===== src/hdl/slf_pkg.sv =====
// Shared constants, field layout and line-code tables for the serial link word framer
package slf_pkg;

    // ********************************************************************
    // Clock and timing
    // ********************************************************************
    localparam int unsigned CLK_MHZ         = 100;
    localparam int unsigned REV_POWERUP_US  = 500;
    localparam int unsigned REV_POWERUP_CYC = REV_POWERUP_US * CLK_MHZ;
    localparam int unsigned REV_BLANK_US    = 350;
    localparam int unsigned REV_BLANK_CYC   = REV_BLANK_US * CLK_MHZ;
    localparam int unsigned CNT_W           = 17;

    // ********************************************************************
    // Word layout
    // ********************************************************************
    localparam int unsigned DATA_PINS     = 29;
    localparam int unsigned NARROW_DATA   = 21;
    localparam int unsigned WIDE_DATA     = 29;
    localparam int unsigned NARROW_AUD    = 21;
    localparam int unsigned NARROW_FWD    = 22;
    localparam int unsigned NARROW_PAR    = 23;
    localparam int unsigned WIDE_AUD      = 29;
    localparam int unsigned WIDE_FWD      = 30;
    localparam int unsigned WIDE_PAR      = 31;
    localparam int unsigned WORD_BITS     = 32;
    localparam int unsigned LANES         = 4;
    localparam int unsigned SYM_BITS      = 10;
    localparam int unsigned BYTE_BITS     = 8;

    // ********************************************************************
    // Pin synchroniser slots
    // ********************************************************************
    localparam int unsigned SYN_WID  = 0;
    localparam int unsigned SYN_SD   = 1;
    localparam int unsigned SYN_SCK  = 2;
    localparam int unsigned SYN_WS   = 3;
    localparam int unsigned SYN_FWD  = 4;
    localparam int unsigned SYN_RCTL = 5;
    localparam int unsigned SYN_RINT = 6;
    localparam int unsigned SYN_FDX  = 7;
    localparam int unsigned SYN_N    = 8;

    // ********************************************************************
    // Reset values, scrambler and audio slot phases
    // ********************************************************************
    localparam logic [7:0]  SER_ADDR_RST = 8'h80;
    localparam logic [7:0]  DES_ADDR_RST = 8'h90;
    localparam logic [31:0] SCR_SEED     = 32'hFFFFFFFF;
    localparam logic [31:0] SCR_POLY     = 32'h80200003;
    localparam logic        UART_IDLE    = 1'b1;

    typedef enum logic [1:0] {
        PH_SD  = 2'b00,
        PH_SCK = 2'b01,
        PH_WS  = 2'b10
    } slf_aud_phase_t;

    // ********************************************************************
    // 8B/10B tables, negative running disparity codes
    // ********************************************************************
    localparam logic [5:0] SLF_T6 [32] = '{
        6'h27, 6'h1D, 6'h2D, 6'h31, 6'h35, 6'h29, 6'h19, 6'h38,
        6'h39, 6'h25, 6'h15, 6'h34, 6'h0D, 6'h2C, 6'h1C, 6'h17,
        6'h1B, 6'h23, 6'h13, 6'h32, 6'h0B, 6'h2A, 6'h1A, 6'h3A,
        6'h33, 6'h26, 6'h16, 6'h36, 6'h0E, 6'h2E, 6'h1E, 6'h2B};
    localparam logic [3:0] SLF_T4 [8] = '{
        4'hB, 4'h9, 4'h5, 4'hC, 4'hD, 4'hA, 4'h6, 4'hE};
    localparam logic [4:0] D6_FLIP = 5'h07;
    localparam logic [2:0] D4_FLIP = 3'h3;

endpackage


===== src/hdl/slf_word_framer.sv =====
// Serial link word framer: word assembly, scrambling, line coding and reverse path gating
//
// How it works
// - Width select pin low gives 24-bit bus, high gives 32-bit bus.
// - Narrow mode ignores data bits 21 to 28 and forces them low.
// - Audio pins have their own ports; only the serial-data pin acts as data, and only with audio disabled.
// - Audio disabled: serial-data audio pin rides in the audio slot as data.
// - Each data bit leaves and arrives at the same bit position.
// - Assembled words are scrambled, then 8B/10B coded before sending.
// - Received symbols are decoded and descrambled onto the parallel outputs.
// - Word starts with 21 or 29 data bits from bit 0 upward.
// - One audio slot bit carries encoded serial data, bit clock, word select.
// - One forward control slot bit carries control data toward the far end.
// - Last bit is parity over the 23 or 31 bits before it.
// - Reverse control and interrupt traffic share the forward twisted pair.
// - Reverse control path never waits on the forward control path.
// - Reverse path stays unusable for 500 us after power-up.
// - Forward link start or stop blanks the reverse path for 350 us.
// - Device addresses reset to 0x80 and 0x90 and are writable.
// - Control channel runs at UART rates from 100 kbps to 1 Mbps.
// - Control channel is selectable as half-duplex or full-duplex.
module slf_word_framer #(
    parameter int unsigned POWERUP_CYCLES = slf_pkg::REV_POWERUP_CYC,
    parameter int unsigned BLANK_CYCLES   = slf_pkg::REV_BLANK_CYC
) (
    input  wire logic                             clk,
    input  wire logic                             rst,
    input  wire logic                             bus_width_select,
    input  wire logic                             audio_enable,
    input  wire logic                             full_duplex_sel,
    input  wire logic [slf_pkg::DATA_PINS-1:0]    data_in,
    input  wire logic                             i2s_sd,
    input  wire logic                             i2s_sck,
    input  wire logic                             i2s_ws,
    input  wire logic                             fwd_ctrl_in,
    input  wire logic                             link_active,
    output logic [slf_pkg::LANES*10-1:0]          tx_symbols,
    output logic                                  tx_valid,
    output logic                                  tx_wide,
    input  wire logic [slf_pkg::LANES*10-1:0]     rx_symbols,
    input  wire logic                             rx_valid,
    output logic [slf_pkg::DATA_PINS-1:0]         data_out,
    output logic                                  i2s_sd_out,
    output logic                                  i2s_sck_out,
    output logic                                  i2s_ws_out,
    output logic                                  fwd_ctrl_out,
    output logic                                  rx_out_valid,
    output logic                                  parity_error,
    output logic                                  code_error,
    input  wire logic                             rev_ctrl_in,
    input  wire logic                             rev_int_in,
    output logic                                  rev_ctrl_out,
    output logic                                  rev_int_out,
    output logic                                  rev_ready,
    output logic                                  host_rx_out,
    input  wire logic                             addr_wr,
    input  wire logic                             addr_sel,
    input  wire logic [7:0]                       addr_wdata,
    output logic [7:0]                            ser_dev_addr,
    output logic [7:0]                            des_dev_addr
);
    import slf_pkg::*;

    // ********************************************************************
    // Line code helpers
    // ********************************************************************
    function automatic logic [10:0] enc8b10b(input logic [7:0] b, input logic rd);
        logic [5:0] c6;
        logic [3:0] c4;
        logic       r;
        c6 = SLF_T6[b[4:0]];
        r  = rd;
        if (rd && (($countones(c6) != 3) || (b[4:0] == D6_FLIP))) begin
            c6 = ~c6;
        end
        if ($countones(c6) != 3) begin
            r = ~r;
        end
        c4 = SLF_T4[b[7:5]];
        if (r && (($countones(c4) != 2) || (b[7:5] == D4_FLIP))) begin
            c4 = ~c4;
        end
        if ($countones(c4) != 2) begin
            r = ~r;
        end
        return {r, c6, c4};
    endfunction

    // Complement only matches for codes that really have two forms, so
    // balanced codes cannot alias one another.
    function automatic logic [8:0] dec8b10b(input logic [9:0] s);
        logic [4:0] lo;
        logic [2:0] hi;
        logic       ok6;
        logic       ok4;
        lo  = '0;
        hi  = '0;
        ok6 = 1'b0;
        ok4 = 1'b0;
        for (int i = 0; i < 32; i++) begin
            if ((s[9:4] == SLF_T6[i]) || ((s[9:4] == ~SLF_T6[i]) &&
                (($countones(SLF_T6[i]) != 3) || (i == int'(D6_FLIP))))) begin
                lo  = 5'(i);
                ok6 = 1'b1;
            end
        end
        for (int j = 0; j < 8; j++) begin
            if ((s[3:0] == SLF_T4[j]) || ((s[3:0] == ~SLF_T4[j]) &&
                (($countones(SLF_T4[j]) != 2) || (j == int'(D4_FLIP))))) begin
                hi  = 3'(j);
                ok4 = 1'b1;
            end
        end
        return {~(ok6 & ok4), hi, lo};
    endfunction

    function automatic logic [31:0] lfsr_step(input logic [31:0] s);
        return {s[30:0], 1'b0} ^ (s[31] ? SCR_POLY : 32'h00000000);
    endfunction

    // ********************************************************************
    // Pin synchronisers
    // ********************************************************************
    logic [SYN_N-1:0] pins_w;
    logic [SYN_N-1:0] sync_a_q;
    logic [SYN_N-1:0] sync_b_q;
    logic             after_rst_q;

    assign pins_w = {full_duplex_sel, rev_int_in, rev_ctrl_in, fwd_ctrl_in,
                     i2s_ws, i2s_sck, i2s_sd, bus_width_select};

    for (genvar p = 0; p < SYN_N; p++) begin : g_sync
        always_ff @(posedge clk or posedge rst) begin
            if (rst) begin
                sync_a_q[p] <= 1'b0;
                sync_b_q[p] <= 1'b0;
            end else begin
                sync_a_q[p] <= pins_w[p];
                sync_b_q[p] <= sync_a_q[p];
            end
        end
    end

    always_ff @(posedge clk or posedge rst) begin
        if (rst) after_rst_q <= 1'b0;
        else     after_rst_q <= 1'b1;
    end

    // ********************************************************************
    // Transmit word assembly
    // ********************************************************************
    logic                 wide_w;
    logic [DATA_PINS-1:0] din_w;
    logic                 aud_slot_w;
    logic [WORD_BITS-1:0] word_d;
    logic [WORD_BITS-1:0] word_q;
    logic                 word_wide_q;
    logic                 run_q;
    slf_aud_phase_t       tx_ph_q;
    slf_aud_phase_t       tx_ph_d;

    assign wide_w = sync_b_q[SYN_WID];
    assign din_w  = wide_w ? data_in : {8'h00, data_in[NARROW_DATA-1:0]};

    // Audio pins are framed a sample at a time in a fixed three-word cycle
    always_comb begin
        case (tx_ph_q)
            PH_SD:   aud_slot_w = sync_b_q[SYN_SD];
            PH_SCK:  aud_slot_w = sync_b_q[SYN_SCK];
            PH_WS:   aud_slot_w = sync_b_q[SYN_WS];
            default: aud_slot_w = 1'b0;
        endcase
        if (!audio_enable) begin
            aud_slot_w = sync_b_q[SYN_SD];
        end
        case (tx_ph_q)
            PH_SD:   tx_ph_d = PH_SCK;
            PH_SCK:  tx_ph_d = PH_WS;
            default: tx_ph_d = PH_SD;
        endcase
    end

    logic [WIDE_PAR-1:0] pay_wide_w;
    logic [NARROW_PAR-1:0] pay_narrow_w;

    assign pay_wide_w   = {sync_b_q[SYN_FWD], aud_slot_w, din_w};
    assign pay_narrow_w = {sync_b_q[SYN_FWD], aud_slot_w, din_w[NARROW_DATA-1:0]};
    assign word_d = wide_w ? {^pay_wide_w, pay_wide_w}
                           : {8'h00, ^pay_narrow_w, pay_narrow_w};

    always_ff @(posedge clk or posedge rst) begin
        if (rst) begin
            word_q      <= '0;
            word_wide_q <= 1'b0;
            run_q       <= 1'b0;
            tx_ph_q     <= PH_SD;
        end else begin
            word_q      <= word_d;
            word_wide_q <= wide_w;
            run_q       <= link_active;
            tx_ph_q     <= link_active ? tx_ph_d : PH_SD;
        end
    end

    // ********************************************************************
    // Scramble and line code
    // ********************************************************************
    logic [31:0]               tx_lfsr_q;
    logic [WORD_BITS-1:0]      scr_w;
    logic [LANES:0]            rd_chain;
    logic [10:0]               enc_w [LANES];
    logic [8:0]                dec_w [LANES];
    logic                      rd_q;
    logic [LANES*10-1:0]       sym_w;
    logic [LANES*10-1:0]       tx_sym_q;
    logic                      tx_valid_q;
    logic                      tx_wide_q;

    assign scr_w       = word_q ^ tx_lfsr_q;
    assign rd_chain[0] = rd_q;

    for (genvar g = 0; g < LANES; g++) begin : g_lane
        assign enc_w[g]      = enc8b10b(scr_w[BYTE_BITS*g +: BYTE_BITS], rd_chain[g]);
        assign rd_chain[g+1] = enc_w[g][10];
        assign sym_w[SYM_BITS*g +: SYM_BITS] = enc_w[g][9:0];
        assign dec_w[g]      = dec8b10b(rx_symbols[SYM_BITS*g +: SYM_BITS]);
    end

    always_ff @(posedge clk or posedge rst) begin
        if (rst) begin
            tx_lfsr_q  <= SCR_SEED;
            rd_q       <= 1'b0;
            tx_sym_q   <= '0;
            tx_valid_q <= 1'b0;
            tx_wide_q  <= 1'b0;
        end else begin
            tx_lfsr_q  <= run_q ? lfsr_step(tx_lfsr_q) : SCR_SEED;
            rd_q       <= run_q ? (word_wide_q ? rd_chain[4] : rd_chain[3]) : 1'b0;
            tx_sym_q   <= run_q ? (word_wide_q ? sym_w : {10'h000, sym_w[29:0]}) : '0;
            tx_valid_q <= run_q;
            tx_wide_q  <= word_wide_q;
        end
    end

    assign tx_symbols = tx_sym_q;
    assign tx_valid   = tx_valid_q;
    assign tx_wide    = tx_wide_q;

    // ********************************************************************
    // Receive: decode, descramble, unpack
    // ********************************************************************
    logic [31:0]          rx_lfsr_q;
    logic [WORD_BITS-1:0] rx_raw_w;
    logic [WORD_BITS-1:0] rx_word_w;
    logic                 rx_cerr_w;
    logic                 rx_aud_w;
    slf_aud_phase_t       rx_ph_q;
    logic [DATA_PINS-1:0] dout_q;
    logic [2:0]           aud_q;
    logic                 fwd_q;
    logic                 rx_v_q;
    logic                 perr_q;
    logic                 cerr_q;

    assign rx_raw_w  = {dec_w[3][7:0], dec_w[2][7:0], dec_w[1][7:0], dec_w[0][7:0]};
    assign rx_word_w = rx_raw_w ^ rx_lfsr_q;
    assign rx_cerr_w = dec_w[0][8] | dec_w[1][8] | dec_w[2][8] | (wide_w & dec_w[3][8]);
    assign rx_aud_w  = wide_w ? rx_word_w[WIDE_AUD] : rx_word_w[NARROW_AUD];

    always_ff @(posedge clk or posedge rst) begin
        if (rst) begin
            rx_lfsr_q <= SCR_SEED;
            rx_ph_q   <= PH_SD;
            dout_q    <= '0;
            aud_q     <= '0;
            fwd_q     <= UART_IDLE;
            rx_v_q    <= 1'b0;
            perr_q    <= 1'b0;
            cerr_q    <= 1'b0;
        end else begin
            rx_v_q <= rx_valid;
            if (rx_valid) begin
                rx_lfsr_q <= lfsr_step(rx_lfsr_q);
                dout_q    <= wide_w ? rx_word_w[DATA_PINS-1:0]
                                    : {8'h00, rx_word_w[NARROW_DATA-1:0]};
                fwd_q     <= wide_w ? rx_word_w[WIDE_FWD] : rx_word_w[NARROW_FWD];
                perr_q    <= wide_w ? ^rx_word_w : ^rx_word_w[NARROW_PAR:0];
                cerr_q    <= rx_cerr_w;
                if (!audio_enable) begin
                    aud_q[0] <= rx_aud_w;
                end else begin
                    aud_q[rx_ph_q] <= rx_aud_w;
                end
                rx_ph_q <= (rx_ph_q == PH_WS) ? PH_SD : slf_aud_phase_t'(rx_ph_q + 2'b01);
            end else begin
                rx_lfsr_q <= SCR_SEED;
                rx_ph_q   <= PH_SD;
            end
        end
    end

    assign data_out     = dout_q;
    assign i2s_sd_out   = aud_q[0];
    assign i2s_sck_out  = aud_q[1];
    assign i2s_ws_out   = aud_q[2];
    assign fwd_ctrl_out = fwd_q;
    assign rx_out_valid = rx_v_q;
    assign parity_error = perr_q;
    assign code_error   = cerr_q;

    // ********************************************************************
    // Reverse control path gating
    // ********************************************************************
    logic [CNT_W-1:0] pwr_cnt_q;
    logic [CNT_W-1:0] blank_q;
    logic             link_q;
    logic             link_edge_w;
    logic             pwr_done_w;
    logic             rctl_q;
    logic             rint_q;
    logic             host_q;

    assign link_edge_w = link_active ^ link_q;
    assign pwr_done_w  = (pwr_cnt_q == CNT_W'(POWERUP_CYCLES));
    // Reverse gating looks only at its own counters, never at forward traffic
    assign rev_ready   = pwr_done_w && (blank_q == '0);

    always_ff @(posedge clk or posedge rst) begin
        if (rst) begin
            pwr_cnt_q <= '0;
            blank_q   <= '0;
            link_q    <= 1'b0;
            rctl_q    <= UART_IDLE;
            rint_q    <= 1'b0;
            host_q    <= UART_IDLE;
        end else begin
            link_q <= link_active;
            if (!pwr_done_w) begin
                pwr_cnt_q <= pwr_cnt_q + 1'b1;
            end
            if (link_edge_w) begin
                blank_q <= CNT_W'(BLANK_CYCLES);
            end else if (blank_q != '0) begin
                blank_q <= blank_q - 1'b1;
            end
            rctl_q <= rev_ready ? sync_b_q[SYN_RCTL] : UART_IDLE;
            rint_q <= rev_ready & sync_b_q[SYN_RINT];
            // Half-duplex shares one host wire, so the host hears its own bits too
            host_q <= sync_b_q[SYN_FDX] ? rctl_q : (rctl_q & sync_b_q[SYN_FWD]);
        end
    end

    assign rev_ctrl_out = rctl_q;
    assign rev_int_out  = rint_q;
    assign host_rx_out  = host_q;

    // ********************************************************************
    // Device address registers
    // ********************************************************************
    logic [7:0] ser_addr_q;
    logic [7:0] des_addr_q;

    always_ff @(posedge clk or posedge rst) begin
        if (rst) begin
            ser_addr_q <= SER_ADDR_RST;
            des_addr_q <= DES_ADDR_RST;
        end else if (addr_wr) begin
            if (addr_sel) des_addr_q <= addr_wdata;
            else          ser_addr_q <= addr_wdata;
        end
    end

    assign ser_dev_addr = ser_addr_q;
    assign des_dev_addr = des_addr_q;
endmodule


===== config.mk =====
export PLATFORM = sky130hd
export DESIGN_NAME = slf_word_framer
export DESIGN_NICKNAME = d
export VERILOG_FILES = /design/src/hdl/slf_pkg.sv /design/src/hdl/slf_word_framer.sv
export SDC_FILE = /design/constraint.sdc
export NUM_CORES = 1
export LEC_CHECK = 0
export ABC_CLOCK_PERIOD_IN_PS = 18190
export BUFFER_PORTS_ARGS = -buffer_cell sky130_fd_sc_hd__clkbuf_2
export CORE_MARGIN = 5
export CORE_UTILIZATION = 35
export CTS_CLUSTER_SIZE = 10
export DETAILED_ROUTE_END_ITERATION = 6
export HOLD_SLACK_MARGIN = 0.02
export PLACE_DENSITY = 0.58
export SYNTH_ARGS = -nofsm -noshare
export SYNTH_HDL_FRONTEND = slang
export SYNTH_SLANG_ARGS = --single-unit

===== constraint.sdc =====
create_clock -name clk -period 18.19 [get_ports clk]
set_clock_uncertainty 0.15 [all_clocks]
set_input_delay 1.819 -clock clk [delete_from_list [all_inputs] [get_ports clk]]
set_output_delay 1.819 -clock clk [all_outputs]
set_load 0.05 [all_outputs]

# Word level (Yosys, flattened, before mapping)
# Memory sizes are Yosys's and may differ from the RTL's.
# Cells that the tools add are included.
# word_totals
memories	8
input_bits	92
register_bits	250
mem_bits_ro	896
output_inout_bits	98
elab_cells	903
# classes
magnitude_cmp	10
add_sub_neg	67
bitwise	44
eq_ne	260
reduce_logical	101
n_mux	372
# memory_table
name	words	word_bits	rd	rd_ports_with_merged_regs	write_ports	line	text
(name not given)	32	6	1	0	0	slf_word_framer.sv:71	c6 = SLF_T6[b[4:0]];
(name not given)	32	6	1	0	0	slf_word_framer.sv:71	
(name not given)	32	6	1	0	0	slf_word_framer.sv:71	
(name not given)	32	6	1	0	0	slf_word_framer.sv:71	
(name not given)	8	4	1	0	0	slf_word_framer.sv:79	c4 = SLF_T4[b[7:5]];
(name not given)	8	4	1	0	0	slf_word_framer.sv:79	
+2 memories	--	--	--	--	--	--	
# op_table
op	count
$eq A6 B6 Y1 const B	92
$mux W5	92
$eq A6 B5 Y1 const B	56
$mux W1	186
$mux W32	5
$eq A6 B4 Y1 const B	24
$xor A32 B32 Y32	4
$mux W4	28
$eq A4 B4 Y1 const B	24
$mux W3	28
$add A1 B1 Y2	40
$logic_or A1 B1 Y1	80
$mux W40	2
$eq A6 B3 Y1 const B	12
$mux W6	12
$mux W29	2
$add A2 B2 Y3	16
$eq A4 B3 Y1 const B	12
$mux W17	2
$add A3 B2 Y4	8
$eq A4 B2 Y1 const B	8
$ne A4 B2 Y1 const B	8
$reduce_xor A32 Y1	1
$reduce_xor A31 Y1	1
other kinds (35)	111

# Logic depth before layout (Yosys ltp)
# Gate-level depths: netlist (run 1).
# logic_depth
word_depth	64
depth_mapped	95
depth_no_buf	93

# Worst setup path after synthesis (run 1)
# Ideal clock, no wire load.
# synth_timing
path_type	reg-to-reg
start	register tx_lfsr_q[0]
end	register rd_q
setup_slack_ns	-1.564
required_ns	17.919
setup_time_ns	0.121
period_less_slack_ns	19.754
path_stages_with_launch	92
n_path_buf	2
t_arrival_ns	19.483
path_cell_list	dfstp_2 -> xnor2_1 -> inv_1 -> ha_1 -> inv_1 -> mux4_2 -> a21oi_1 -> inv_1 -> fa_1 -> inv_1 -> fa_1 -> inv_1 -> ha_1 -> inv_1 -> fa_1 -> o31ai_1 -> xnor2_1 -> ha_1 -> [56 not listed] -> ha_1 -> inv_1 -> fa_1 -> inv_1 -> ha_1 -> inv_1 -> fa_1 -> nand3b_1 -> xnor2_1 -> nand2_2 -> xor2_1 -> ha_1 -> ha_1 -> ha_1 -> and3_1 -> o21ai_0 -> xnor2_1 -> nor2_1
# synth_between
elab_chain_len	64
elab_cells_between_ends	87
cone_classes	37 x add/sub; 10 x eq/ne; 20 x mux; 10 x bitwise; 9 x reduce/logical; 1 x memory
# synth_lines
item	line	text
start: declaration	slf_word_framer.sv:208	logic [31:0] tx_lfsr_q;
start signal: assignment	slf_word_framer.sv:237	tx_lfsr_q <= run_q ? lfsr_step(tx_lfsr_q) : SCR_SEED;
$xor A32 B32 Y32 *	slf_word_framer.sv:219	assign scr_w = word_q ^ tx_lfsr_q;
$not A5 Y6 (implied by the code)	slf_word_framer.sv:71	
$mem_v2 Z32 W6	--	
$mux W6 (implied by the code) (2 in series)	slf_word_framer.sv:71	
$add A1 B1 Y2 (implied by the code)	slf_word_framer.sv:73	if (rd && (($countones(c6) != 3) || (b[4:0] == D6_FLIP))) begin
$add A2 B2 Y3 (implied by the code)	slf_word_framer.sv:73	
$add A3 B2 Y4 (implied by the code)	slf_word_framer.sv:73	
$ne A4 B2 Y1	slf_word_framer.sv:73	
[46 not listed]	--	
$mux W1	slf_word_framer.sv:76	if ($countones(c6) != 3) begin
$logic_and A1 B1 Y1	slf_word_framer.sv:80	if (r && (($countones(c4) != 2) || (b[7:5] == D4_FLIP))) begin
$mux W4	slf_word_framer.sv:80	
$add A1 B1 Y2 (implied by the code)	slf_word_framer.sv:83	if ($countones(c4) != 2) begin
$add A2 B2 Y3 (implied by the code)	slf_word_framer.sv:83	
$ne A3 B2 Y1	slf_word_framer.sv:83	
$mux W1	slf_word_framer.sv:83	
$mux W1 * (2 in series)	slf_word_framer.sv:238	rd_q <= run_q ? (word_wide_q ? rd_chain[4] : rd_chain[3]) : 1'b0;
end signal: assignment	slf_word_framer.sv:238	
end: declaration	slf_word_framer.sv:213	logic rd_q;
# Mark *: on every way between the ends. The rest lies on a longest branch, timed or not. The select of a mux whose other input is x is not followed.
# A chain may end at the register's enable or synchronous reset.

# Worst setup path in the final report (run 1)
# layout_timing
start	register tx_lfsr_q[1]
end	register rd_q
# Same word-level chain as after synthesis.

==> results of run 1 <==
cells by family after synthesis:
| logic type | Yosys count | synth area share |
|---|---|---|
| muxes | 50 | 0.0363 |
| buffers and inverters | 173 | 0.0488 |
| and+or+nand+nor | 473 | 0.155 |
| AOI/OAI and AO/OA | 323 | 0.132 |
| xor gates and xnor gates | 235 | 0.138 |
| adders and majority gates | 95 | 0.0851 |
| DFF | 250 | 0.405 |
what timing repair did:
action,in CTS,in global routing
pin swaps,12,40
buffers inserted,14,9
endpoints found under the setup margin,1,2
gates resized for setup,11,28
synthesized netlist by cell type, drive strengths merged, types with 30 or more instances:
| library cell | instances | area share |
|---|---|---|
| nand3 | 30 | 0.0096 |
| clkbuf | 41 | 0.0098 |
| buf | 48 | 0.019 |
| dfrtp | 180 | 0.29 |
| mux2 | 42 | 0.030 |
| xor2 | 58 | 0.032 |
| dfstp | 70 | 0.12 |
| nor2 | 117 | 0.028 |
| a21oi | 91 | 0.030 |
| ha | 73 | 0.058 |
| xnor2 | 172 | 0.098 |
| nand2 | 96 | 0.023 |
| nand2b | 71 | 0.028 |
| inv | 83 | 0.020 |
| o21ai | 84 | 0.027 |
| nor3 | 34 | 0.011 |
final timing paths:
kind	to	from	slack [ps]
worst min register to register	sync_b_q[1]	sync_a_q[1]	190
min in group asynchronous	sync_a_q[6]	rst	1270
worst max register to register	rd_q	tx_lfsr_q[1]	-10
max in group asynchronous	tx_symbols[35]	rst	15150
worst min-delay path	sync_b_q[1]	sync_a_q[1]	190
worst max-delay path	rd_q	tx_lfsr_q[1]	-10
through the flow:
step	instance area [um2]	setup TNS [ps]	instances
after floorplan	15800	-15.0	1599
after global placement	17200	0	2313
after detailed placement	17200	-437	2313
after CTS	18500	0	2388
after global routing	18700	-1000	2400
final	18700	-11.0	2400
sequential cells by signal, indices dropped and copies added (netlist names), 2 cells and up:
name and cells:
tx_lfsr_q 32, rx_lfsr_q 32, sync_b_q 6, ser_dev_addr 8, aud_q 3, word_q 32
blank_q 17, des_dev_addr 8, rx_ph_q 2, tx_ph_q 2, data_out 29, tx_symbols 40
sync_a_q 8, pwr_cnt_q 17
layout make-up:
type | count | area [um2] | share of cell area
well taps | 592 | 741 | 0.0396
diodes | 3 | 7.51 | 0.000401
clock buffers | 50 | 941 | 0.0503
multi-input cells | 1176 | 8900 | 0.476
repair buffers | 234 | 1290 | 0.0691
clock inverters | 11 | 151 | 0.00810
inverters | 84 | 323 | 0.0173
flip-flops and latches | 250 | 6340 | 0.339
worst max-delay path, delay by kind of cell (launching register included):
kind | cells | cell delay (ps)
AO/OA/AOI/OAI | 4 | 820
XOR/XNOR | 17 | 2880
adder cells (fa/ha/maj) | 33 | 10170
buffers and inverters | 17 | 870
flip-flops | 1 | 600
multiplexers | 1 | 480
AND/OR/NAND/NOR | 15 | 2060
metal layers:
metal  wire length [um]  GRT usage
met1              16800      0.197
met2              17500      0.240
met3               2130     0.0361
met4               1020     0.0555
met5                 54          0
layout by cell type, fill, tap and decap left out, types with 9 or more instances in the layout:
cell / synthesis / final
sky130_fd_sc_hd__inv_2: 0 / 9
sky130_fd_sc_hd__nand2_1: 95 / 93
sky130_fd_sc_hd__and2_1: 25 / 25
sky130_fd_sc_hd__nand2b_1: 71 / 71
sky130_fd_sc_hd__nor2_1: 117 / 111
sky130_fd_sc_hd__o22ai_1: 26 / 26
sky130_fd_sc_hd__a211oi_1: 9 / 9
sky130_fd_sc_hd__dfstp_2: 70 / 70
sky130_fd_sc_hd__or3_1: 13 / 13
sky130_fd_sc_hd__nor2b_1: 25 / 24
sky130_fd_sc_hd__inv_1: 83 / 73
sky130_fd_sc_hd__xnor2_2: 4 / 12
sky130_fd_sc_hd__ha_1: 73 / 61
sky130_fd_sc_hd__xor2_1: 58 / 53
sky130_fd_sc_hd__buf_4: 6 / 43
sky130_fd_sc_hd__dfrtp_1: 180 / 179
sky130_fd_sc_hd__o211ai_1: 9 / 9
sky130_fd_sc_hd__xnor2_1: 168 / 159
sky130_fd_sc_hd__a21oi_1: 89 / 87
sky130_fd_sc_hd__nand3_1: 30 / 30
sky130_fd_sc_hd__clkbuf_1: 41 / 13
sky130_fd_sc_hd__clkbuf_2: 0 / 188
sky130_fd_sc_hd__clkbuf_16: 0 / 34
sky130_fd_sc_hd__mux2_2: 41 / 41
sky130_fd_sc_hd__a32o_1: 12 / 12
sky130_fd_sc_hd__nor3_1: 34 / 34
sky130_fd_sc_hd__fa_1: 20 / 20
sky130_fd_sc_hd__o21ai_0: 79 / 77
==> reports/results.env, run 1 <==
STATUS='finished with violations'
VIOLATIONS='setup timing'
HTREEDEPTH=2
YS_DOMINANT_REG_CELL='sky130_fd_sc_hd__dfrtp_1'
IO_BUFFERS=189
CLK_PATH_BUF_DEPTH=3
GP_CONGESTION=0.848
HOLD_VIOLATIONS=0
CTS_ROOT_BUFFER='sky130_fd_sc_hd__clkbuf_16'
DETAIL_ROUTE.DRC_VIOLATIONS=0
GRT_SETUP_UNREPAIRED='true'
DRT-VIAS-PER-INSTANCE=4.97
FLOORPLAN.ROWS=77
MAX_CLOCK_FREQ_MHz=54.9
GRT_MAX_DEGREE=111
GLOBAL_ROUTE.USAGE.TOTAL=0.149
FILLER_CELL_COUNT=4273
VIA_COUNT_OF_THE_FIRST_GLOBAL_ROUTING_PASS=12000
CTS_HOLD_BUF=0
SEQ_AREA_FRAC_SYNTH=0.405
GRT_FIRST_PASS_WIRELENGTH_UM=61700
TRITONCTS_CLOCK_TREE='built'
MAXSLEWVIOLCOUNT=0
DETAILROUTE.VIA_COUNT=11900
CRITICAL_PATH.SLOWEST_CELL='sky130_fd_sc_hd__dfstp_2'
SYN-NUM-NETS=1784
WORST_HOLD_SLACK_PS=194
REPORT.FINAL.SETUP_VIOL=1
CRITICAL_PATH.MOST_COMMON_CELL='sky130_fd_sc_hd__ha_1'
SYNTH_ENABLE_FLOP_CELLS=0
WL_UM=37500
CAP_VIOL_MAX_COUNT=0
TIGHTEST_SLEW_PS=957
SYN_TO_FINAL_GROWTH_PCT=19.4
WORST_SKEW_PAIR_LATER_PIN_LATENCY_PS=550
FINAL_LAYOUT_SIZE_SUFFIX_GT1_FRAC=0.260
SYNTH_WARNINGS=0
SETUP.WORST_PATH.END_CLASS='flip-flop'
DESIGN.PORTCOUNT=190
INITIAL_CORE_UTIL=0.354
SYNTH_CELL_TYPE_COUNT=80
GRT_ANTENNA_BEFORE_REPAIR=8
FINISH.UTILIZATION=0.423
POST-ROUTE-MIN-PERIOD_PS=18200
DRT-PASS1-ITER-COUNT=5
PLACE.DETAILED.HPWL_UM=26700
CLKSINKCOUNT=250
TIMING.SETUP.CRITICAL_PATH_CLASS='reg2reg'
REQUIRED_PS=18430
ASYNC_RESET_FF_FRAC=1.00
WORST_R2R_PATH_DEPTH=87
FLOORPLAN.DIE.WIDTH_UM=222
PRE_CTS_SLACK_PS=-437
DIE_AREA_UM2=49100
LAYOUT_SETUP_WS_PS=-11.0
POST_SYN_AREA_UM2=15700
SYNTH.FF_LATCH_COUNT=250
TRITONCTS.NUM_BUFFERS=34
SYNTH_AREA_PER_CELL_UM2=9.80
WORSTPATHARRIVAL_PS=18440
POST-ROUTE-PERIOD-UTIL=1.00
GLOBAL_ROUTE.OVERFLOW_TOTAL=0
ANTENNA_VIOLATING_NETS_REMAINING=0
SYNTHCELLS=1599
CRITICAL-PATH-MAX-STAGE-DELAY_PS=600
CLOCK_SLEW_SEEN_BY_THE_REGISTERS_OF_THE_WORST_SETUP_AND_HOLD_PATHS_PS=50
ROUTE.DETAILED.WL_PER_INST_UM=15.6
HOLDPATHSTAGES=0
NUM-NETS-FINAL=1965
DETAILEDROUTE.FIRSTITERATIONVIOLATIONS=681
TIMING.CRITICAL_PATH.FANOUT_MAX=4
CORE_REGION_AREA_UM2=44200
HOLD_CLASS='reg2reg'
WORST_SETUP_PATH_START_KIND='flip-flop'
FLOORPLAN.DIE.HEIGHT_UM=222
MAXSLEWHEADROOM=0.357
Power of run 1 is not shown: default switching activity piles up to over one toggle a cycle in this logic, so the estimate is an artifact.
==> run 2, diff against run 1 <==
--- a/config.mk
+++ b/config.mk
@@ -11,8 +11,10 @@
 export CORE_UTILIZATION = 35
 export CTS_CLUSTER_SIZE = 10
 export DETAILED_ROUTE_END_ITERATION = 6
-export HOLD_SLACK_MARGIN = 0.02
+export GPL_TIMING_DRIVEN = 0
+export HOLD_SLACK_MARGIN = 0.08
 export PLACE_DENSITY = 0.58
+export REMOVE_ABC_BUFFERS = 1
 export SYNTH_ARGS = -nofsm -noshare
 export SYNTH_HDL_FRONTEND = slang
 export SYNTH_SLANG_ARGS = --single-unit
==> run 2 against run 1 <==
The run now ends clean. Hold slack improved by 3.1 ps. Non-clock buffer count down 13. Sequential cell count stayed put. Critical path depth is 2 higher. Final cell count decreased by 0.79%. Routed wire length shrank 5.4%. Via count decreased by 1.9%. Fmax increased by 0.38%. Sequential share of layout area is 0.32 points higher. Critical path type unchanged.
==> reports/results.env, run 2 (same netlist as run 1, synthesis figures left out) <==
FLOORPLAN.ROWS=77  # unchanged
GRT_FIRST_PASS_WIRELENGTH_UM=60200  # was 61700 um
HTREEDEPTH=1  # was 2
STATUS='complete, no violations'  # was finished with violations
TRITONCTS.NUM_BUFFERS=31  # was 34
CRITICAL-PATH-MAX-STAGE-DELAY_PS=590  # was 600 ps
IO_BUFFERS=189  # unchanged
GRT_MAX_DEGREE=96  # was 111
GLOBAL_ROUTE.OVERFLOW_TOTAL=0  # unchanged
MAX_REG_FLOPS=40  # unchanged
CLOCK_SLEW_SEEN_BY_THE_REGISTERS_OF_THE_WORST_SETUP_AND_HOLD_PATHS_PS=60  # was 50 ps
CLK_PATH_BUF_DEPTH=3  # unchanged
POST-ROUTE-MIN-PERIOD_PS=18130  # was 18200 ps
HOLD_CLASS='reg2reg'  # unchanged
MOST_COMMON_CELL_AFTER_LAYOUT_FILL_AND_TAPS_ASIDE='sky130_fd_sc_hd__clkbuf_2'  # unchanged
TIGHTEST_SLEW_PS=942  # was 957 ps
ROUTE.DETAILED.WL_PER_INST_UM=14.9  # was 15.6 um
TRITONCTS_CLOCK_TREE='built'  # unchanged
DESIGN.PORTCOUNT=190  # unchanged
DIE_AREA_UM2=49100  # unchanged
TIMING.SETUP.CRITICAL_PATH_CLASS='reg2reg'  # unchanged
POST-ROUTE-PERIOD-UTIL=0.997  # was 1.00
FINAL_LAYOUT_SIZE_SUFFIX_GT1_FRAC=0.247  # was 0.260
MULTI_INPUT_AREA_UM2=8870  # was 8900 um2
DETAILROUTE.VIA_COUNT=11700  # was 11900
FLOORPLAN.DIE.HEIGHT_UM=222  # unchanged
DETAILEDROUTE.FIRSTITERATIONVIOLATIONS=832  # was 681
WORST_SKEW_PAIR_LATER_PIN_LATENCY_PS=580  # was 550 ps
CLKSINKCOUNT=250  # unchanged
CAP_VIOL_MAX_COUNT=0  # unchanged
MAX_CLOCK_FREQ_MHz=55.2  # was 54.9 MHz
DRT-PASS1-ITER-COUNT=7  # was 5
FINISH.UTILIZATION=0.419  # was 0.423
GRT_SETUP_UNREPAIRED='true'  # unchanged
HOLD_VIOLATIONS=0  # unchanged
CRITICAL_PATH.MOST_COMMON_CELL='sky130_fd_sc_hd__ha_1'  # unchanged
GP_CONGESTION=0.839  # was 0.848
MAXSLEWVIOLCOUNT=0  # unchanged
CTS_ROOT_BUFFER='sky130_fd_sc_hd__clkbuf_16'  # unchanged
CORE_REGION_AREA_UM2=44200  # unchanged
MAXSLEWHEADROOM=0.368  # was 0.357
CRITICAL_PATH.SLOWEST_CELL='sky130_fd_sc_hd__dfstp_2'  # unchanged
WL_UM=35500  # was 37500 um
LAYOUT_COMMON_CELLS='188 x sky130_fd_sc_hd__clkbuf_2, 179 x sky130_fd_sc_hd__dfrtp_1, 159 x sky130_fd_sc_hd__xnor2_1'  # unchanged
NUM-NETS-FINAL=1949  # was 1965
FILLER_CELL_COUNT=4252  # was 4273
ANTENNA_CELLS=0  # was 3
VIA_COUNT_OF_THE_FIRST_GLOBAL_ROUTING_PASS=11900  # was 12000
GRT_ANTENNA_BEFORE_REPAIR=1  # was 8
DRT-VIAS-PER-INSTANCE=4.91  # was 4.97
SYN_TO_FINAL_GROWTH_PCT=18.2  # was 19.4%
AREA.SEQUENTIAL_UM2=6340  # unchanged
REPORT.FINAL.SETUP_VIOL=0  # was 1
WORST_SETUP_PATH_START_KIND='flip-flop'  # unchanged
GLOBAL_ROUTE.USAGE.TOTAL=0.142  # was 0.149
SETUP.WORST_PATH.END_CLASS='flip-flop'  # unchanged
REQUIRED_PS=18490  # was 18430 ps
INITIAL_CORE_UTIL=0.354  # unchanged
ANTENNA_VIOLATING_NETS_REMAINING=0  # unchanged
TIMING.CRITICAL_PATH.FANOUT_MAX=4  # unchanged
WORSTPATHARRIVAL_PS=18430  # was 18440 ps
PLACE.DETAILED.HPWL_UM=25200  # was 26700 um
FLOORPLAN.DIE.WIDTH_UM=222  # unchanged
DETAIL_ROUTE.DRC_VIOLATIONS=0  # unchanged
[run 2: cell types whose count changed in the layout (fill, tap and decap cells not counted), moves of 4 or more]
| cell | before | now |
|---|---|---|
| sky130_fd_sc_hd__buf_4 | 43 | 28 |
| sky130_fd_sc_hd__inv_1 | 73 | 78 |
| sky130_fd_sc_hd__inv_2 | 9 | 4 |
| sky130_fd_sc_hd__xor2_2 | 4 | 8 |
| sky130_fd_sc_hd__clkbuf_1 | 13 | 17 |
| sky130_fd_sc_hd__ha_1 | 61 | 67 |
| sky130_fd_sc_hd__ha_4 | 8 | 2 |
| sky130_fd_sc_hd__xor2_1 | 53 | 49 |
[run 2: path summary, 6_finish.rpt]
path	startpoint	endpoint	slack, ps	cells after the start
worst max-delay path	tx_lfsr_q[1]	rd_q	60	89
worst min-delay path	sync_a_q[2]	sync_b_q[2]	200	0
worst max register to register	tx_lfsr_q[1]	rd_q	60	89
worst min register to register	sync_a_q[2]	sync_b_q[2]	200	0
max in group asynchronous	rst	tx_lfsr_q[25]	15830	3
min in group asynchronous	rst	sync_a_q[6]	1150	2
[run 2: layout make-up]
cell class	count	share of cell area
tap	592	0.0400
clock inverter	6	0.00513
inverter	84	0.0174
clock buffer	52	0.0483
sequential	250	0.343
timing repair buffer	221	0.0676
multi-input combinational	1176	0.479
[run 2: routing by layer]
layer / global-route usage / vias to the layer above / part of all wire
li1: - / 5779 / -
met1: 0.190 / 5596 / 0.45
met2: 0.237 / 242 / 0.48
met3: 0.0253 / 67 / 0.044
met4: 0.0430 / 2 / 0.025
met5: 0 / - / 0.00037
[run 2: timing repair]
item	4_1_cts	5_1_grt
hold buffers	0	0
endpoints found under the setup margin	11	5
pin swaps	33	6
endpoints found under the hold margin	0	0
setup buffers	27	2
gates resized for setup	59	6
[run 2: through the flow]
stage / cell area [um2] / hold slack (ps) / setup TNS, ps / cells / worst slack (ps)
global placement: 16900 / 186 / -12410 / 2291 / -3470
detailed placement: 17000 / 185 / -15080 / 2294 / -3720
finish: 18500 / 197 / 0 / 2381 / 58.5
floorplan: 15200 / 181 / -3430 / 1510 / -1610
CTS: 18500 / 199 / 0 / 2379 / 0.400
global route: 18500 / 200 / -910 / 2381 / -910
[run 2: worst max-delay path, delay by kind of cell, from the launching register on]
family,cells,cell delay (ps)
xor+xnor,17,2910
mux,1,480
simple gates,17,2310
buf+inv,17,950
compound gates,4,730
flops,1,590
fa+ha+maj,33,9870
Power of run 2 is left out for the same reason.
==> run 3, diff against run 2 <==
--- a/config.mk
+++ b/config.mk
@@ -5,15 +5,16 @@
 export SDC_FILE = /design/constraint.sdc
 export NUM_CORES = 1
 export LEC_CHECK = 0
-export ABC_CLOCK_PERIOD_IN_PS = 18190
+export ABC_CLOCK_PERIOD_IN_PS = 17880
 export BUFFER_PORTS_ARGS = -buffer_cell sky130_fd_sc_hd__clkbuf_2
 export CORE_MARGIN = 5
 export CORE_UTILIZATION = 35
+export CTS_CLUSTER_DIAMETER = 80
 export CTS_CLUSTER_SIZE = 10
 export DETAILED_ROUTE_END_ITERATION = 6
 export GPL_TIMING_DRIVEN = 0
 export HOLD_SLACK_MARGIN = 0.08
-export PLACE_DENSITY = 0.58
+export PLACE_DENSITY = 0.56
 export REMOVE_ABC_BUFFERS = 1
 export SYNTH_ARGS = -nofsm -noshare
 export SYNTH_HDL_FRONTEND = slang
==> constraint.sdc (replaced) <==
create_clock -name clk -period 17.88 [get_ports clk]
set_clock_uncertainty 0.15 [all_clocks]
set_input_delay 1.788 -clock clk [delete_from_list [all_inputs] [get_ports clk]]
set_output_delay 1.788 -clock clk [all_outputs]
set_load 0.05 [all_outputs]
==> run 3 against run 2 <==
The flow now finishes with violations (setup timing). Critical path depth down 2. Setup slack worse by 520 ps. Fmax down 1.2%. Sequential share of layout area down 0.22 points. Critical endpoint unchanged.
==> reports/results.env, run 3 (same netlist as run 1, synthesis figures left out) <==
STATUS='finished with violations'  # was complete, no violations
VIOLATIONS='setup timing'
VIA_COUNT_OF_THE_FIRST_GLOBAL_ROUTING_PASS=11800  # was 11900
CORE_REGION_AREA_UM2=44200  # unchanged
TIGHTEST_SLEW_PS=1010  # was 942 ps
CLKSINKCOUNT=250  # unchanged
DIE_AREA_UM2=49100  # unchanged
FLOORPLAN.DIE.WIDTH_UM=222  # unchanged
IO_BUFFERS=189  # unchanged
REQUIRED_PS=18160  # was 18490 ps
FINAL_LAYOUT_SIZE_SUFFIX_GT1_FRAC=0.263  # was 0.247
WORST_SETUP_PATH_START_KIND='flip-flop'  # unchanged
NUM-NETS-FINAL=1955  # was 1949
HIGHEST_LAYER='met5'  # unchanged
TIMING.SETUP.CRITICAL_PATH_CLASS='reg2reg'  # unchanged
DRT-PASS1-ITER-COUNT=5  # was 7
WL_MET1_UM=16500  # was 16100 um
DETAILROUTE.VIA_COUNT=11800  # was 11700
MOST_COMMON_CELL_AFTER_LAYOUT_FILL_AND_TAPS_ASIDE='sky130_fd_sc_hd__clkbuf_2'  # unchanged
POST-ROUTE-MIN-PERIOD_PS=18350  # was 18130 ps
WL_MET3_UM=1750  # was 1570 um
GP_CONGESTION=0.798  # was 0.839
GRT_MAX_DEGREE=121  # was 96
GRT_ANTENNA_BEFORE_REPAIR=3  # was 1
REPORT.FINAL.SETUP_VIOL=1  # was 0
SYN_TO_FINAL_GROWTH_PCT=19.0  # was 18.2%
SETUP.WORST_PATH.END_CLASS='flip-flop'  # unchanged
FILLER_CELL_COUNT=4229  # was 4252
FINISH.UTILIZATION=0.422  # was 0.419
TRITONCTS_CLOCK_TREE='built'  # unchanged
HOLD_VIOLATIONS=0  # unchanged
CAP_VIOL_MAX_COUNT=0  # unchanged
FLOORPLAN.DIE.HEIGHT_UM=222  # unchanged
ROUTE.DETAILED.WL_PER_INST_UM=15.2  # was 14.9 um
CRITICAL-PATH-MAX-STAGE-DELAY_PS=610  # was 590 ps
MET2WIRELENGTH_UM=16800  # was 17000 um
TIMING.CRITICAL_PATH.FANOUT_MAX=4  # unchanged
DETAILEDROUTE.FIRSTITERATIONVIOLATIONS=623  # was 832
GRT_SETUP_UNREPAIRED='true'  # unchanged
GRT_FIRST_PASS_WIRELENGTH_UM=60100  # was 60200 um
PLACE.DETAILED.HPWL_UM=25300  # was 25200 um
WORSTPATHARRIVAL_PS=18620  # was 18430 ps
MAXSLEWVIOLCOUNT=0  # unchanged
HTREEDEPTH=1  # unchanged
HOLD_CLASS='reg2reg'  # unchanged
DRT-VIAS-PER-INSTANCE=4.95  # was 4.91
FLOORPLAN.ROWS=77  # unchanged
ANTENNA_VIOLATING_NETS_REMAINING=0  # unchanged
DESIGN.PORTCOUNT=190  # unchanged
TRITONCTS.NUM_BUFFERS=30  # was 31
GLOBAL_ROUTE.USAGE.TOTAL=0.143  # was 0.142
CRITICAL_PATH.SLOWEST_CELL='sky130_fd_sc_hd__dfstp_2'  # unchanged
CLK_PATH_BUF_DEPTH=3  # unchanged
WORST_SKEW_PAIR_LATER_PIN_LATENCY_PS=560  # was 580 ps
MAX_REG_FLOPS=40  # unchanged
WL_UM=36300  # was 35500 um
DETAIL_ROUTE.DRC_VIOLATIONS=0  # unchanged
LAYOUT_SETUP_WS_PS=-465  # was 58.5 ps
MAX_CLOCK_FREQ_MHz=54.5  # was 55.2 MHz
MAXSLEWHEADROOM=0.324  # was 0.368
INITIAL_CORE_UTIL=0.354  # unchanged
LAYOUT_COMMON_CELLS='188 x sky130_fd_sc_hd__clkbuf_2, 179 x sky130_fd_sc_hd__dfrtp_1, 152 x sky130_fd_sc_hd__xnor2_1'  # was 188 x sky130_fd_sc_hd__clkbuf_2, 179 x sky130_fd_sc_hd__dfrtp_1, 159 x sky130_fd_sc_hd__xnor2_1
CLOCK_SLEW_SEEN_BY_THE_REGISTERS_OF_THE_WORST_SETUP_AND_HOLD_PATHS_PS=60  # about the same
POST-ROUTE-PERIOD-UTIL=1.03  # was 0.997
GLOBAL_ROUTE.OVERFLOW_TOTAL=0  # unchanged
CTS_ROOT_BUFFER='sky130_fd_sc_hd__clkbuf_16'  # unchanged
[run 3: changes by cell type in the layout (fill, tap and decap cells not counted), moves of 3 or more]
cell,previous run,this run
sky130_fd_sc_hd__ha_1,67,56
sky130_fd_sc_hd__inv_1,78,68
sky130_fd_sc_hd__inv_2,4,13
sky130_fd_sc_hd__xnor2_1,159,152
sky130_fd_sc_hd__buf_4,28,34
sky130_fd_sc_hd__ha_2,4,10
sky130_fd_sc_hd__ha_4,2,7
sky130_fd_sc_hd__xnor2_2,12,17
sky130_fd_sc_hd__clkbuf_1,17,20
[run 3: critical path: cells and delay by family (launching register included)]
family	cells	cell delay [ps]
fa+ha+maj	33	10180
xor+xnor	17	2980
simple gates	15	2010
buf+inv	17	910
compound gates	4	880
flops	1	610
mux	1	480
[run 3: what timing repair did]
action,CTS,global route
hold buffers,0,0
pin swaps,38,12
cloned,0,0
hold endpoints to repair,0,0
resized for setup,55,41
setup endpoints to repair,11,5
buffers inserted,27,9
[run 3: worst paths after layout]
check	startpoint	end	slack [ps]	cells past startpoint
worst max-delay path	tx_lfsr_q[1]	rd_q	-470	87
worst min-delay path	sync_a_q[5]	sync_b_q[5]	200	0
worst max register to register	tx_lfsr_q[1]	rd_q	-470	87
worst min register to register	sync_a_q[5]	sync_b_q[5]	200	0
max in group asynchronous	rst	tx_symbols[12]	15610	3
min in group asynchronous	rst	sync_a_q[5]	1070	2
[run 3: routing by layer]
metal / up-vias / GRT usage
met5: - / 0
met4: 4 / 0.0420
met3: 65 / 0.0310
met2: 244 / 0.231
met1: 5703 / 0.195
li1: 5797 / -
[run 3: cell type report]
cell class	instances	area [um2]	share of cell area
sequential	250	6340	0.340
clock buffer	53	878	0.0471
multi-input combinational	1176	9020	0.484
inverter	84	325	0.0175
tap	592	741	0.0397
timing repair buffer	228	1310	0.0702
clock inverter	3	21.3	0.00114
antenna	1	2.50	0.000134
[run 3: stage by stage]
stage	worst slack, ps	hold slack (ps)	instances	area [um2]	TNS (ps)
2_1_floorplan	-1920	181	1510	15200	-4980
3_3_place_gp	-3920	183	2291	16900	-16570
3_5_place_dp	-4150	187	2294	17000	-18870
4_1_cts	-483	200	2377	18400	-483
5_1_grt	-1280	210	2386	18600	-1600
6_report	-465	198	2387	18600	-465
Power of run 3 is left out for the same reason.
